===== src/rtl/dtos_pkg.sv =====
// Package for the transmit overhead source selector.
// Assumes a 40 MHz system clock and a Wishbone bus with byte addressing.
package dtos_pkg;

	// Register indices; byte address is four times the index.
	localparam logic [13:0] IDX_TEST  = 14'h110c;
	localparam logic [13:0] IDX_MASK1 = 14'h1136;
	localparam logic [13:0] IDX_MASK2 = 14'h1137;
	localparam logic [13:0] IDX_MASK3 = 14'h1138;
	localparam logic [13:0] IDX_MASK4 = 14'h1139;
	localparam logic [13:0] IDX_FCNT  = 14'h113a;

	// Test register field positions.
	localparam int TST_OHSRC    = 7;
	localparam int TST_RX_GAP   = 6;
	localparam int TST_TX_GAP   = 5;
	localparam int TST_RX_LOCK  = 4;
	localparam int TST_RX_PRBS  = 3;
	localparam int TST_TX_PRBS  = 2;

	// Reset values and writable masks.
	localparam logic [7:0] TEST_RST  = 8'h00;
	localparam logic [7:0] TEST_WMSK = 8'hec;
	localparam logic [7:0] MASK_RST  = 8'hff;
	localparam logic [7:0] MASK1_RST = 8'h0f;
	localparam logic [7:0] MASK1_WMSK = 8'h0f;

	// Frame geometry.
	localparam int BLOCK_BITS   = 85;
	localparam int SF_BLOCKS    = 8;
	localparam int SUBFRAMES    = 7;
	localparam int FRAME_BITS   = 4760;
	localparam int PAYLOAD_BITS = 4704;
	localparam int OH_BITS      = 56;

	// Line bit pacing.
	localparam int CLK_PERIOD_NS = 25;
	localparam int BIT_TIME_NS   = 50;
	localparam int TICK_CYCLES   = (BIT_TIME_NS / CLK_PERIOD_NS < 1) ? 1 :
		BIT_TIME_NS / CLK_PERIOD_NS;

	// Input buffer shape.
	localparam int FIFO_DEPTH = 8;
	localparam int WORD_W     = 2;

	// One bit of the incoming stream with its frame marker.
	typedef struct packed {
		logic sync;
		logic data;
	} dtos_word_t;

	// One bit of the outbound line stream.
	typedef struct packed {
		logic strobe;
		logic start;
		logic data;
	} dtos_line_t;

endpackage


===== src/rtl/dtos_fifo.sv =====
// Small synchronous FIFO with valid/ready on both sides.
// Assumes one clock and an asynchronous active-low reset.
`timescale 1ns/1ps
module dtos_fifo #(
	parameter int WIDTH = 2,
	parameter int DEPTH = 8
) (
	input  wire logic             clk_in,    // System clock.
	input  wire logic             rst_n_in,  // Asynchronous reset, active low.
	input  wire logic             s_valid_in, // Write side valid.
	output logic                  s_ready_out, // Write side ready.
	input  wire logic [WIDTH-1:0] s_data_in, // Write data.
	output logic                  m_valid_out, // Read side valid.
	input  wire logic             m_ready_in, // Read side ready.
	output logic [WIDTH-1:0]      m_data_out // Read data.
);
	localparam int AW = $clog2(DEPTH);

	logic [WIDTH-1:0] mem [DEPTH];
	logic [AW-1:0]    wr_ptr;
	logic [AW-1:0]    rd_ptr;
	logic [AW:0]      count;
	logic             push;
	logic             pop;

	// Flags come straight from the fill count.
	assign s_ready_out = (count != (AW+1)'(DEPTH));
	assign m_valid_out = (count != '0);
	assign push        = s_valid_in & s_ready_out;
	assign pop         = m_valid_out & m_ready_in;
	assign m_data_out  = mem[rd_ptr];

	// Storage is written only on an accepted push.
	always_ff @(posedge clk_in)
	begin
		if (push)
			mem[wr_ptr] <= s_data_in;
	end

	// Pointers wrap at the depth.
	always_ff @(posedge clk_in or negedge rst_n_in)
	begin
		if (!rst_n_in)
		begin
			wr_ptr <= '0;
			rd_ptr <= '0;
		end
		else
		begin
			if (push)
				wr_ptr <= (wr_ptr == AW'(DEPTH-1)) ? '0 : wr_ptr + 1'b1;
			if (pop)
				rd_ptr <= (rd_ptr == AW'(DEPTH-1)) ? '0 : rd_ptr + 1'b1;
		end
	end

	// Fill count tracks push and pop together.
	always_ff @(posedge clk_in or negedge rst_n_in)
	begin
		if (!rst_n_in)
			count <= '0;
		else if (push && !pop)
			count <= count + 1'b1;
		else if (pop && !push)
			count <= count - 1'b1;
	end

endmodule


===== src/rtl/dtos_top.sv =====
// Transmit overhead source selector: builds the outbound frame bit by bit.
// Assumes a Wishbone classic master and a serial payload source with
// valid/ready and a frame marker on the first bit of each frame.
//
// Implementation choice: the Wishbone interface to the registers.
`timescale 1ns/1ps
// Notes on behaviour
// [RULE1] Test register bit 7 enables the payload stream as overhead source.
// [RULE2] When enabled, selected overhead bits are copied from the input stream.
// [RULE3] Mask 1 bits 1-3 cover C71-C73; bits 7-4 read zero.
// [RULE4] Mask 2 covers C51-C53 at bits 1-3, C61-C63 at 5-7.
// [RULE5] Mask 3 covers C31-C33 at bits 1-3, C41-C43 at 5-7.
// [RULE6] Mask 4: X1 bit 0, C11-C13 bits 1-3, X2 bit 4, C21-C23 5-7.
// [RULE7] Source enabled and masks zero pass all C-bits unchanged.
// [RULE8] A frame is 4760 bits, 56 overhead; only overhead is selectable.
// [RULE9] Test register also holds gapped-clock, PRBS enables and lock status.
// [RULE10] A mask bit of one forces internal generation of that bit.
// [RULE11] After reset and with source off, all overhead is internal.
// [RULE12] Position counter decodes overhead slots and selects in one cycle.
module dtos_top
	import dtos_pkg::*;
(
	input  wire logic        REF_CLK_IN,       // 40 MHz system clock.
	input  wire logic        RST_N_IN,         // Asynchronous reset, active low.
	input  wire logic [15:0] WB_ADR_IN,        // Byte address.
	input  wire logic [31:0] WB_DAT_IN,        // Write data.
	output logic      [31:0] WB_DAT_OUT,       // Read data.
	input  wire logic        WB_WE_IN,         // Write enable.
	input  wire logic [3:0]  WB_SEL_IN,        // Byte selects.
	input  wire logic        WB_STB_IN,        // Strobe.
	input  wire logic        WB_CYC_IN,        // Cycle.
	output logic             WB_ACK_OUT,       // Acknowledge.
	input  wire logic        PAY_DATA_IN,      // Serial input bit.
	input  wire logic        PAY_SYNC_IN,      // First bit of a frame.
	input  wire logic        PAY_VALID_IN,     // Input bit valid.
	output logic             PAY_READY_OUT,    // Input buffer has room.
	input  wire logic        RX_PRBS_LOCK_IN,  // Receive PRBS lock status.
	output logic             RX_GAP_EN_OUT,    // Receive gapped clock enable.
	output logic             TX_GAP_EN_OUT,    // Transmit gapped clock enable.
	output logic             RX_PRBS_EN_OUT,   // Receive PRBS detector enable.
	output logic             TX_PRBS_EN_OUT,   // Transmit PRBS generator enable.
	output logic             LINE_DATA_OUT,    // Outbound line bit.
	output logic             LINE_STROBE_OUT,  // Outbound bit valid pulse.
	output logic             LINE_START_OUT    // Outbound first bit of frame.
);

	// Returns the mask bit governing an overhead slot; one means internal.
	function automatic logic mask_of(
		input logic [2:0] sf,
		input logic [2:0] blk,
		input logic [7:0] m1,
		input logic [7:0] m2,
		input logic [7:0] m3,
		input logic [7:0] m4
	);
		logic [7:0] reg_sel;
		logic [2:0] bit_sel;
		reg_sel = 8'hff;
		bit_sel = 3'h0;
		mask_of = 1'b1;
		if (blk == 3'h0)
		begin
			if (sf == 3'h0)
				mask_of = m4[0];
			else if (sf == 3'h1)
				mask_of = m4[4];
		end
		else if (blk[0] == 1'b0)
		begin
			case (sf[2:1])
				2'h0: reg_sel = m4;
				2'h1: reg_sel = m3;
				2'h2: reg_sel = m2;
				default: reg_sel = m1;
			endcase
			bit_sel = {sf[0], blk[2:1]};
			mask_of = reg_sel[bit_sel];
		end
	endfunction

	// Returns the internally generated value of an overhead slot.
	function automatic logic int_bit(
		input logic [2:0] sf,
		input logic [2:0] blk,
		input logic       par
	);
		int_bit = 1'b1;
		case (blk)
			3'h0:
			begin
				case (sf)
					3'h2, 3'h3: int_bit = par;
					3'h4, 3'h6: int_bit = 1'b0;
					default: int_bit = 1'b1;
				endcase
			end
			3'h1, 3'h7: int_bit = 1'b1;
			3'h3, 3'h5: int_bit = 1'b0;
			default: int_bit = (sf == 3'h2) ? par : 1'b1;
		endcase
	endfunction

	logic [7:0]  test_reg;
	logic [7:0]  mask1;
	logic [7:0]  mask2;
	logic [7:0]  mask3;
	logic [7:0]  mask4;
	logic [7:0]  frame_cnt;
	logic        ack;
	logic [31:0] rd_data;
	logic [13:0] idx;
	logic        access;
	logic        wr_en;
	logic [7:0]  wdata;
	logic [7:0]  rd_mux;

	logic [$clog2(TICK_CYCLES+1)-1:0] div_cnt;
	logic        tick;

	dtos_word_t  in_word;
	dtos_word_t  fo_word;
	logic        fo_valid;
	logic        slot;

	logic [2:0]  sf_cnt;
	logic [2:0]  blk_cnt;
	logic [6:0]  bit_cnt;
	logic [2:0]  eff_sf;
	logic [2:0]  eff_blk;
	logic [6:0]  eff_bit;
	logic        is_oh;
	logic        use_ext;
	logic        out_bit;
	logic        at_first;
	logic        at_last;
	logic        par_acc;
	logic        par;
	dtos_line_t  line;

	// Bus decode; the register word index sits above the byte lanes.
	assign idx    = WB_ADR_IN[15:2];
	assign access = WB_CYC_IN & WB_STB_IN & ~ack;
	assign wr_en  = access & WB_WE_IN & WB_SEL_IN[0];
	assign wdata  = WB_DAT_IN[7:0];

	// Read multiplexer; unmapped words read as zero.
	always_comb
	begin
		case (idx)
			IDX_TEST:  rd_mux = {test_reg[7:5], RX_PRBS_LOCK_IN,
				test_reg[3:2], 2'h0}; // see [RULE9]
			IDX_MASK1: rd_mux = mask1 & MASK1_WMSK; // see [RULE3]
			IDX_MASK2: rd_mux = mask2;
			IDX_MASK3: rd_mux = mask3;
			IDX_MASK4: rd_mux = mask4;
			IDX_FCNT:  rd_mux = frame_cnt;
			default:   rd_mux = 8'h00;
		endcase
	end

	// Every access is answered one cycle after it is seen, mapped or not.
	always_ff @(posedge REF_CLK_IN or negedge RST_N_IN)
	begin
		if (!RST_N_IN)
			ack <= 1'b0;
		else
			ack <= access;
	end

	// Read data is captured when the access is accepted.
	always_ff @(posedge REF_CLK_IN or negedge RST_N_IN)
	begin
		if (!RST_N_IN)
			rd_data <= 32'h0000_0000;
		else if (access)
			rd_data <= {24'h00_0000, rd_mux};
	end

	assign WB_ACK_OUT = ack;
	assign WB_DAT_OUT = rd_data;

	// Test register; source select starts off so overhead is internal.
	always_ff @(posedge REF_CLK_IN or negedge RST_N_IN)
	begin
		if (!RST_N_IN)
			test_reg <= TEST_RST; // see [RULE11]
		else if (wr_en && idx == IDX_TEST)
			test_reg <= wdata & TEST_WMSK; // see [RULE1] see [RULE9]
	end

	// Mask registers; reset leaves every overhead bit internal.
	always_ff @(posedge REF_CLK_IN or negedge RST_N_IN)
	begin
		if (!RST_N_IN)
		begin
			mask1 <= MASK1_RST;
			mask2 <= MASK_RST;
			mask3 <= MASK_RST;
			mask4 <= MASK_RST;
		end
		else if (wr_en)
		begin
			if (idx == IDX_MASK1)
				mask1 <= wdata & MASK1_WMSK; // see [RULE3]
			if (idx == IDX_MASK2)
				mask2 <= wdata; // see [RULE4]
			if (idx == IDX_MASK3)
				mask3 <= wdata; // see [RULE5]
			if (idx == IDX_MASK4)
				mask4 <= wdata; // see [RULE6]
		end
	end

	// Control outputs follow the test register.
	assign RX_GAP_EN_OUT  = test_reg[TST_RX_GAP];
	assign TX_GAP_EN_OUT  = test_reg[TST_TX_GAP];
	assign RX_PRBS_EN_OUT = test_reg[TST_RX_PRBS];
	assign TX_PRBS_EN_OUT = test_reg[TST_TX_PRBS];

	// Bit-rate divider gives one enable pulse per line bit time.
	always_ff @(posedge REF_CLK_IN or negedge RST_N_IN)
	begin
		if (!RST_N_IN)
			div_cnt <= '0;
		else if (tick)
			div_cnt <= '0;
		else
			div_cnt <= div_cnt + 1'b1;
	end

	assign tick = (div_cnt == ($bits(div_cnt))'(TICK_CYCLES - 1));

	// Input buffer; the line side drains it one bit per tick.
	assign in_word.sync = PAY_SYNC_IN;
	assign in_word.data = PAY_DATA_IN;

	dtos_fifo #(
		.WIDTH (WORD_W),
		.DEPTH (FIFO_DEPTH)
	) u_fifo (
		.clk_in      (REF_CLK_IN),
		.rst_n_in    (RST_N_IN),
		.s_valid_in  (PAY_VALID_IN),
		.s_ready_out (PAY_READY_OUT),
		.s_data_in   (in_word),
		.m_valid_out (fo_valid),
		.m_ready_in  (tick),
		.m_data_out  (fo_word)
	);

	// A bit slot happens only when a bit is waiting; an empty buffer gaps.
	assign slot = tick & fo_valid;

	// A frame marker realigns the position to the first bit.
	assign eff_sf   = fo_word.sync ? 3'h0 : sf_cnt;
	assign eff_blk  = fo_word.sync ? 3'h0 : blk_cnt;
	assign eff_bit  = fo_word.sync ? 7'h00 : bit_cnt;
	assign at_first = (eff_sf == 3'h0) && (eff_blk == 3'h0) && (eff_bit == 7'h00);
	assign at_last  = (eff_sf == 3'(SUBFRAMES - 1)) &&
		(eff_blk == 3'(SF_BLOCKS - 1)) && (eff_bit == 7'(BLOCK_BITS - 1));

	// Only the first bit of each 85-bit block is overhead.
	assign is_oh = (eff_bit == 7'h00); // see [RULE8] see [RULE12]

	// External insertion needs the source select on and the mask bit clear.
	assign use_ext = test_reg[TST_OHSRC] &
		~mask_of(eff_sf, eff_blk, mask1, mask2, mask3, mask4); // see [RULE10] see [RULE12]

	// Payload passes through; overhead picks its source in the same cycle.
	always_comb
	begin
		if (!is_oh)
			out_bit = fo_word.data;
		else if (use_ext)
			out_bit = fo_word.data; // see [RULE2] see [RULE7]
		else
			out_bit = int_bit(eff_sf, eff_blk, par); // see [RULE11]
	end

	// Position counters: bits in a block, blocks in a subframe, subframes.
	always_ff @(posedge REF_CLK_IN or negedge RST_N_IN)
	begin
		if (!RST_N_IN)
		begin
			sf_cnt  <= 3'h0;
			blk_cnt <= 3'h0;
			bit_cnt <= 7'h00;
		end
		else if (slot)
		begin
			if (eff_bit != 7'(BLOCK_BITS - 1))
			begin
				sf_cnt  <= eff_sf;
				blk_cnt <= eff_blk;
				bit_cnt <= eff_bit + 1'b1;
			end
			else
			begin
				bit_cnt <= 7'h00;
				if (eff_blk != 3'(SF_BLOCKS - 1))
				begin
					sf_cnt  <= eff_sf;
					blk_cnt <= eff_blk + 1'b1;
				end
				else
				begin
					blk_cnt <= 3'h0;
					sf_cnt  <= at_last ? 3'h0 : eff_sf + 1'b1; // see [RULE8]
				end
			end
		end
	end

	// Even parity over the payload of a frame goes into the next frame.
	always_ff @(posedge REF_CLK_IN or negedge RST_N_IN)
	begin
		if (!RST_N_IN)
		begin
			par_acc <= 1'b0;
			par     <= 1'b0;
		end
		else if (slot)
		begin
			if (at_last)
			begin
				par     <= par_acc ^ out_bit;
				par_acc <= 1'b0;
			end
			else if (at_first)
				par_acc <= 1'b0;
			else if (!is_oh)
				par_acc <= par_acc ^ out_bit;
		end
	end

	// Completed outbound frames, readable for software.
	always_ff @(posedge REF_CLK_IN or negedge RST_N_IN)
	begin
		if (!RST_N_IN)
			frame_cnt <= 8'h00;
		else if (slot && at_last)
			frame_cnt <= frame_cnt + 1'b1;
	end

	// Registered line output; the strobe marks each new bit.
	always_ff @(posedge REF_CLK_IN or negedge RST_N_IN)
	begin
		if (!RST_N_IN)
			line <= '0;
		else
		begin
			line.strobe <= slot;
			if (slot)
			begin
				line.start <= at_first;
				line.data  <= out_bit;
			end
		end
	end

	assign LINE_DATA_OUT   = line.data;
	assign LINE_STROBE_OUT = line.strobe;
	assign LINE_START_OUT  = line.start;

endmodule


===== config.mk =====
export PLATFORM = sky130hd
export DESIGN_NAME = dtos_top
export DESIGN_NICKNAME = d
export VERILOG_FILES = /design/src/rtl/dtos_pkg.sv /design/src/rtl/dtos_fifo.sv /design/src/rtl/dtos_top.sv
export SDC_FILE = /design/constraint.sdc
export NUM_CORES = 1
export LEC_CHECK = 0
export BUFFER_PORTS_ARGS = -buffer_cell sky130_fd_sc_hd__buf_2
export CAP_MARGIN = 20
export CORE_UTILIZATION = 56
export DETAILED_ROUTE_END_ITERATION = 8
export GPL_ROUTABILITY_DRIVEN = 0
export GPL_TIMING_DRIVEN = 0
export PLACE_DENSITY = 0.8
export SLEW_MARGIN = 30
export SYNTH_ARGS = -nofsm -noshare
export SYNTH_HDL_FRONTEND = slang
export SYNTH_SLANG_ARGS = --single-unit

===== constraint.sdc =====
create_clock -name REF_CLK_IN -period 3.9 [get_ports REF_CLK_IN]
set_input_delay 0.195 -clock REF_CLK_IN [delete_from_list [all_inputs] [get_ports REF_CLK_IN]]
set_output_delay 0.195 -clock REF_CLK_IN [all_outputs]
set_load 0.01 [all_outputs]

==> impl_metrics.csv, run 1 <==
group,metric,value,unit
run_status,status,"finished clean",
final_layout,top_register,"u_fifo.mem",
place,hpwlAfterDp,7990,µm
sta,worst_slack,0.3646,ns
critical_path,cp.required,4.18,ns
clocking,cts.sinks,96,
synth,synth.avg_cell_area,11.29,µm²
floorplanning,die_x,98.73,µm
place,dpl_cell_area,5727,µm²
place,placedCellCount,643,
global_routing,grt_max_degree,53,
synth,synthCells,464,
final_layout,fillers,654,
sta,whs,0.07656,ns
floorplanning,num_io_pins,102,
synth,synth-edff-count,16,
job,drv_cap,0,
final_layout,syn_to_final_growth,13.01,%
clocking,numCtsBuffers,9,
sta,fin_worst_skew,0.01382,ns
floorplanning,start_util,58.94,%
drt,antenna_left,0,
synth,ys_dominant_reg_cell,"dfrtp_1",
sta,rsz0062_at_grt,"false",
clocking,insertion_delay,0.38,ns
final_layout,antenna_cells,0,
clocking,clock_path_buffers,2,
floorplanning,dieHeight,98.73,µm
synth,ys_seq_area_share,48.04,%
critical_path,critical_path_class,"flip-flop to flip-flop",
pwr,power_density,464.4,nW/µm²
synth,async_reset_ff_share,83.33,%
sta,max_slew_margin,35.33,%
critical_path,worstPathArrival,3.81,ns
floorplanning,coreArea,8891,µm²
drt,via_per_inst,5.798,
drt,wl_per_cell,16.39,µm
synth,synth_area,5240,µm²
final_layout,layout_common_cells,"52 x dfrtp_1, 52 x nand2_1, 50 x buf_2",
synth,ys_warn_count,0,
sta,report.final.setup_viol,0,
place,place_ws,0.3249,ns
sta,timing.final.crit_share,90.65,%
sta,slew_violations,0,
floorplanning,die_area,9748,µm²
clocking,h-tree-depth,3,
sta,fin_tns_setup,0,ns
final_layout,largest_reg_flops,16,
drt,routed_wl,10820,µm
critical_path,end_kind,"flip-flop",
pwr,p_leak,2.709,nW
final_layout,fin_cells,660,
clocking,path_clk_slew,0.10,ns
final_layout,nNetsFinal,628,
sta,post-route-min-period,3.535,ns
drt,drcViolationCount,0,
clocking,clockRootBuffer,"clkbuf_8",
global_routing,grt_pass1_vias,3635,
final_layout,fin_area,5922,µm²
drt,drt-pass1-iter-count,5,
clocking,cts_setup_buffers,0,
synth,ys_types,65,
global_routing,antenna_found_initial,0,
sta,fmax,0.2829,GHz
place,portBuffers,47,
final_layout,layout-drive-gt1-share,32.07,%
clocking,cts_tree,"yes",
floorplanning,fp-row-count,34,
min_path,hold_class,"input port to flip-flop",
drt,vias,3827,
sta,tightest_slew,0.9620,ns
drt,drt_iter0_markers,169,
global_routing,grtUsageTotal,23.26,%
pwr,worst_ir_drop_vdd,0.4767,mV
critical_path,worst-path-max-fanout,10,
global_routing,grt_pass1_wl,17680,µm
critical_path,start_kind,"flip-flop",
sta,hold_viol_final,0,
global_routing,gr-total-overflow,0,
synth,ys_ff_latch,96,
-- worst paths after layout --
path / startpoint / end / slack, ns / depth (start not counted)
worst max-delay path: u_fifo.rd_ptr[1] / frame_cnt[7] / 0.36 / 13
worst min-delay path: WB_DAT_IN[4] / mask3[4] / 0.08 / 2
worst max register to register: u_fifo.rd_ptr[1] / frame_cnt[7] / 0.36 / 13
worst min register to register: div_cnt[0] / div_cnt[0] / 0.45 / 1
max in group asynchronous: RST_N_IN / mask2[6] / 2.99 / 3
min in group asynchronous: RST_N_IN / WB_DAT_OUT[0] / 0.27 / 2
-- Yosys cell counts, types with 3 or more instances --
cell,n,share of area (%)
o21ai_0,23,2.2
xnor2_1,7,1.2
and3_1,5,0.60
nor2_1,16,1.1
nand3b_1,4,0.57
xor2_1,4,0.67
a21oi_1,7,0.67
buf_2,4,0.38
ha_1,19,4.5
nand2b_1,7,0.84
mux2_2,37,8.0
o21ai_1,5,0.48
nand4_1,5,0.60
or3_1,4,0.48
mux4_2,7,3.0
or2_2,3,0.36
a221oi_1,8,1.3
a222oi_1,4,0.76
nand2_1,52,3.7
nor3_1,11,1.1
buf_4,24,3.4
a21o_1,5,0.72
dfstp_2,28,14
clkbuf_1,10,0.72
dfrtp_1,52,25
mux2i_1,14,2.7
and2_1,3,0.36
o211ai_1,3,0.43
edfxtp_1,16,9.2
nand3_1,8,0.76
inv_1,20,1.4
a22o_1,7,1.2
-- through the flow --
stage / power [W] / utilization, %
after floorplan: 0.001890 / -
after global placement: 0.002083 / 64.07
after detailed placement: 0.002130 / 64.41
after CTS: 0.002763 / 66.61
after global routing: 0.002926 / 66.61
final: 0.002750 / 66.61
-- cells by family (layout without fill, tap and decap cells) --
| kind of cell | count (synthesis) | count (layout) | synth area share [%] |
|---|---|---|---|
| multiplexers | 60 | 60 | 14.06 |
| XOR/XNOR | 11 | 11 | 1.839 |
| buffers and inverters | 59 | 124 | 6.041 |
| flip-flops | 96 | 96 | 48.04 |
| adder cells (fa/ha/maj) | 20 | 20 | 4.919 |
| AND/OR/NAND/NOR | 135 | 135 | 13.83 |
| other | 1 | 24 | 0.07156 |
| AO/OA/AOI/OAI | 82 | 82 | 11.20 |
-- metal layers --
metal,part of all wire [%],track usage (%),vias to the layer above
li1,-,-,1831
met1,44,29.49,1846
met2,50,40.09,135
met3,5.2,4.752,15
met4,1.6,7.692,0
met5,0,0,-
-- power breakdown --
group / internal (W) / switching, W / leakage (nW)
Sequential: 0.00114 / 0.000117 / 1.12
Combinational: 0.000382 / 0.000478 / 1.49
Clock: 0.000245 / 0.000388 / 0.0940
Total: 0.00177 / 0.000983 / 2.71
-- timing repair --
action                    in CTS  in global routing
hold endpoints to repair      12                  0
hold buffers                   1                  0
resized for setup              0                  0
-- cell type report --
cell class | count | area [µm²] | share of cell area (%)
Sequential cell | 96 | 2517 | 42.51
Multi-Input combinational cell | 332 | 2492 | 42.09
Timing Repair Buffer | 49 | 275.3 | 4.648
Buffer | 39 | 241.5 | 4.078
Tap cell | 108 | 135.1 | 2.282
Clock buffer | 9 | 123.9 | 2.092
Inverter | 20 | 75.07 | 1.268
Clock inverter | 7 | 61.31 | 1.035
-- worst max-delay path, stage by stage (launching register included) --
cell     delay [ns]
dfrtp_1        0.49
mux4_2         0.56
mux2i_1        0.27
buf_2          0.26
buf_2          0.24
nand2_1        0.13
inv_1          0.09
ha_1           0.17
ha_1           0.17
nand4_1        0.15
nor2_2         0.35
and4_1         0.30
nand3_1        0.10
xnor2_1        0.14
No activity file was read; power rests on OpenSTA's default activity.
==> inputs of run 2 (changes only) <==
--- a/config.mk
+++ b/config.mk
@@ -5,7 +5,7 @@
 export SDC_FILE = /design/constraint.sdc
 export NUM_CORES = 1
 export LEC_CHECK = 0
-export BUFFER_PORTS_ARGS = -buffer_cell sky130_fd_sc_hd__buf_2
+export BUFFER_PORTS_ARGS = -buffer_cell sky130_fd_sc_hd__buf_4
 export CAP_MARGIN = 20
 export CORE_UTILIZATION = 56
 export DETAILED_ROUTE_END_ITERATION = 8
==> run 2 against run 1 <==
Against the previous run: routed wire length rose by 1.8%; worst setup slack improved by 0.0039 ns; first-iteration DRC count increased by 1.2%; utilization grew 1.1 points; die area unchanged; clock power barely moved; clock skew fell by 0.0026 ns; count of clock-buffer cells in the layout did not move; critical path depth did not move; sequential power about the same; critical path type unchanged; largest power group unchanged.
==> impl_metrics.csv, run 2 (same netlist as run 1, synthesis figures left out) <==
group,metric,value,unit
final_layout,largest_reg_flops,16,
final_layout,top_register,"u_fifo.mem",
place,hpwlAfterDp,7979,µm
final_layout,antenna_cells,0,
pwr,p_int,0.001780,W
sta,report.final.setup_viol,0,
pwr,p_clk_share,22.9,%
drt,vias,3811,
critical_path,start_kind,"flip-flop",
clocking,path_clk_slew,0.10,ns
clocking,insertion_delay,0.38,ns
global_routing,grt_max_degree,81,
final_layout,layout_commonest_cell,"buf_4",
global_routing,antenna_found_initial,0,
final_layout,fin_util,67.72,%
global_routing,grt_pass1_vias,3802,
pwr,sequentialPowerShare,45.5,%
drt,routed_wl,11010,µm
sta,tightest_slew,0.9300,ns
clocking,clock_path_buffers,2,
pwr,p_total,0.002768,W
critical_path,worst_path_max_delay_cell,"mux4_2",
floorplanning,num_io_pins,102,
clocking,cts_setup_buffers,0,
critical_path,path_cells,"mux4_2, mux2i_1, buf_2, buf_2, nand2_1, inv_1, ha_1, ha_1, nand4_1, nor2_4, and4_1, nand3_1, xnor2_1",
sta,slew_violations,0,
clocking,cts_tree,"yes",
global_routing,grtUsageTotal,24.12,%
final_layout,layout-drive-gt1-share,31.94,%
drt,wl_per_cell,16.71,µm
sta,whs,0.04253,ns
critical_path,critPathMaxStageDelay,0.56,ns
place,place_ws,0.2929,ns
floorplanning,coreArea,8891,µm²
critical_path,path_buf_inv,3,
clocking,cts.sinks,96,
clocking,numCtsBuffers,9,
final_layout,syn_to_final_growth,14.90,%
pwr,share_comb_of_total_power,31.6,%
run_status,status,"finished clean",
pwr,swShare,35.70,%
sta,post-route-min-period,3.531,ns
critical_path,worstPathArrival,3.81,ns
final_layout,nNetsFinal,627,
drt,via_per_inst,5.783,
clocking,h-tree-depth,3,
job,drv_cap,0,
sta,worst_slack,0.3686,ns
clocking,clockRootBuffer,"clkbuf_8",
global_routing,grt_pass1_wl,18320,µm
global_routing,gr-total-overflow,0,
pwr,p_leak,2.721,nW
pwr,worst_ir_drop_vdd,0.3663,mV
floorplanning,fp-row-count,34,
critical_path,worst-path-max-fanout,10,
sta,timing.final.crit_share,90.55,%
final_layout,layout_common_cells,"70 x buf_4, 52 x dfrtp_1, 52 x nand2_1",
floorplanning,start_util,58.94,%
place,portBuffers,47,
critical_path,critical_path_class,"flip-flop to flip-flop",
sta,fmax,0.2832,GHz
final_layout,fillers,684,
floorplanning,dieHeight,98.73,µm
pwr,power_density,459.7,nW/µm²
drt,drt-pass1-iter-count,4,
critical_path,cp_top_family,"simple AND/OR/NAND/NOR gates",
drt,antenna_left,0,
drt,drt_iter0_markers,171,
drt,drcViolationCount,0,
sta,fin_worst_skew,0.01127,ns
sta,max_slew_margin,37.84,%
sta,fin_tns_setup,0,ns
pwr,switchingPower,0.0009881,W
floorplanning,die_x,98.73,µm
floorplanning,die_area,9748,µm²
critical_path,cp.required,4.17,ns
critical_path,end_kind,"flip-flop",
min_path,hold_class,"input port to flip-flop",
sta,hold_viol_final,0,
sta,rsz0062_at_grt,"false",
-- run 2: worst paths after layout --
check	to	start	slack, ns	depth (start not counted)
max in group asynchronous	bit_cnt[3]	RST_N_IN	2.97	2
min in group asynchronous	WB_DAT_OUT[3]	RST_N_IN	0.41	2
hold / removal	u_fifo.mem[4][0]	PAY_DATA_IN	0.04	1
setup / recovery	frame_cnt[5]	u_fifo.rd_ptr[1]	0.37	13
setup reg to reg	frame_cnt[5]	u_fifo.rd_ptr[1]	0.37	13
hold reg to reg	div_cnt[0]	div_cnt[0]	0.47	1
-- run 2: area by class of cell --
cell class                      count  area, µm²  area share (%)
Buffer                             39      241.5           4.011
Clock buffer                        9      123.9           2.057
Clock inverter                      7      63.81           1.060
Inverter                           20      75.07           1.247
Multi-Input combinational cell    332       2497           41.48
Sequential cell                    96       2517           41.81
Tap cell                          108      135.1           2.244
Timing Repair Buffer               48      366.6           6.089
-- run 2: timing repair --
| item | 4_1_cts | 5_1_grt |
|---|---|---|
| hold buffers | 0 | 1 |
| endpoints found under the setup margin | 0 | 2 |
| endpoints found under the hold margin | 0 | 52 |
| gates resized for setup | 0 | 1 |
-- run 2: stage by stage --
| stage | area [µm²] | std cells |
|---|---|---|
| floorplan | 5326 | 487 |
| global placement | 5814 | 642 |
| detailed placement | 5814 | 642 |
| CTS | 6002 | 658 |
| global route | 6021 | 659 |
| finish | 6021 | 659 |
-- run 2: per-layer routing --
metal,global-route usage (%),up-vias,share of wire [%]
li1,-,1829,-
met1,30.97,1853,44
met2,40.52,108,49
met3,4.468,21,4.9
met4,9.989,0,2.2
met5,0,-,0
-- run 2: power groups by stage --
| stage | sequential [W] | combinational (W) | clock (W) |
|---|---|---|---|
| floorplan | 0.00125 | 0.000636 | 0 |
| global placement | 0.00127 | 0.000831 | 0 |
| detailed placement | 0.00128 | 0.000878 | 0 |
| CTS | 0.00126 | 0.000881 | 0.000647 |
| global route | 0.00128 | 0.000990 | 0.000681 |
| finish | 0.00126 | 0.000875 | 0.000633 |
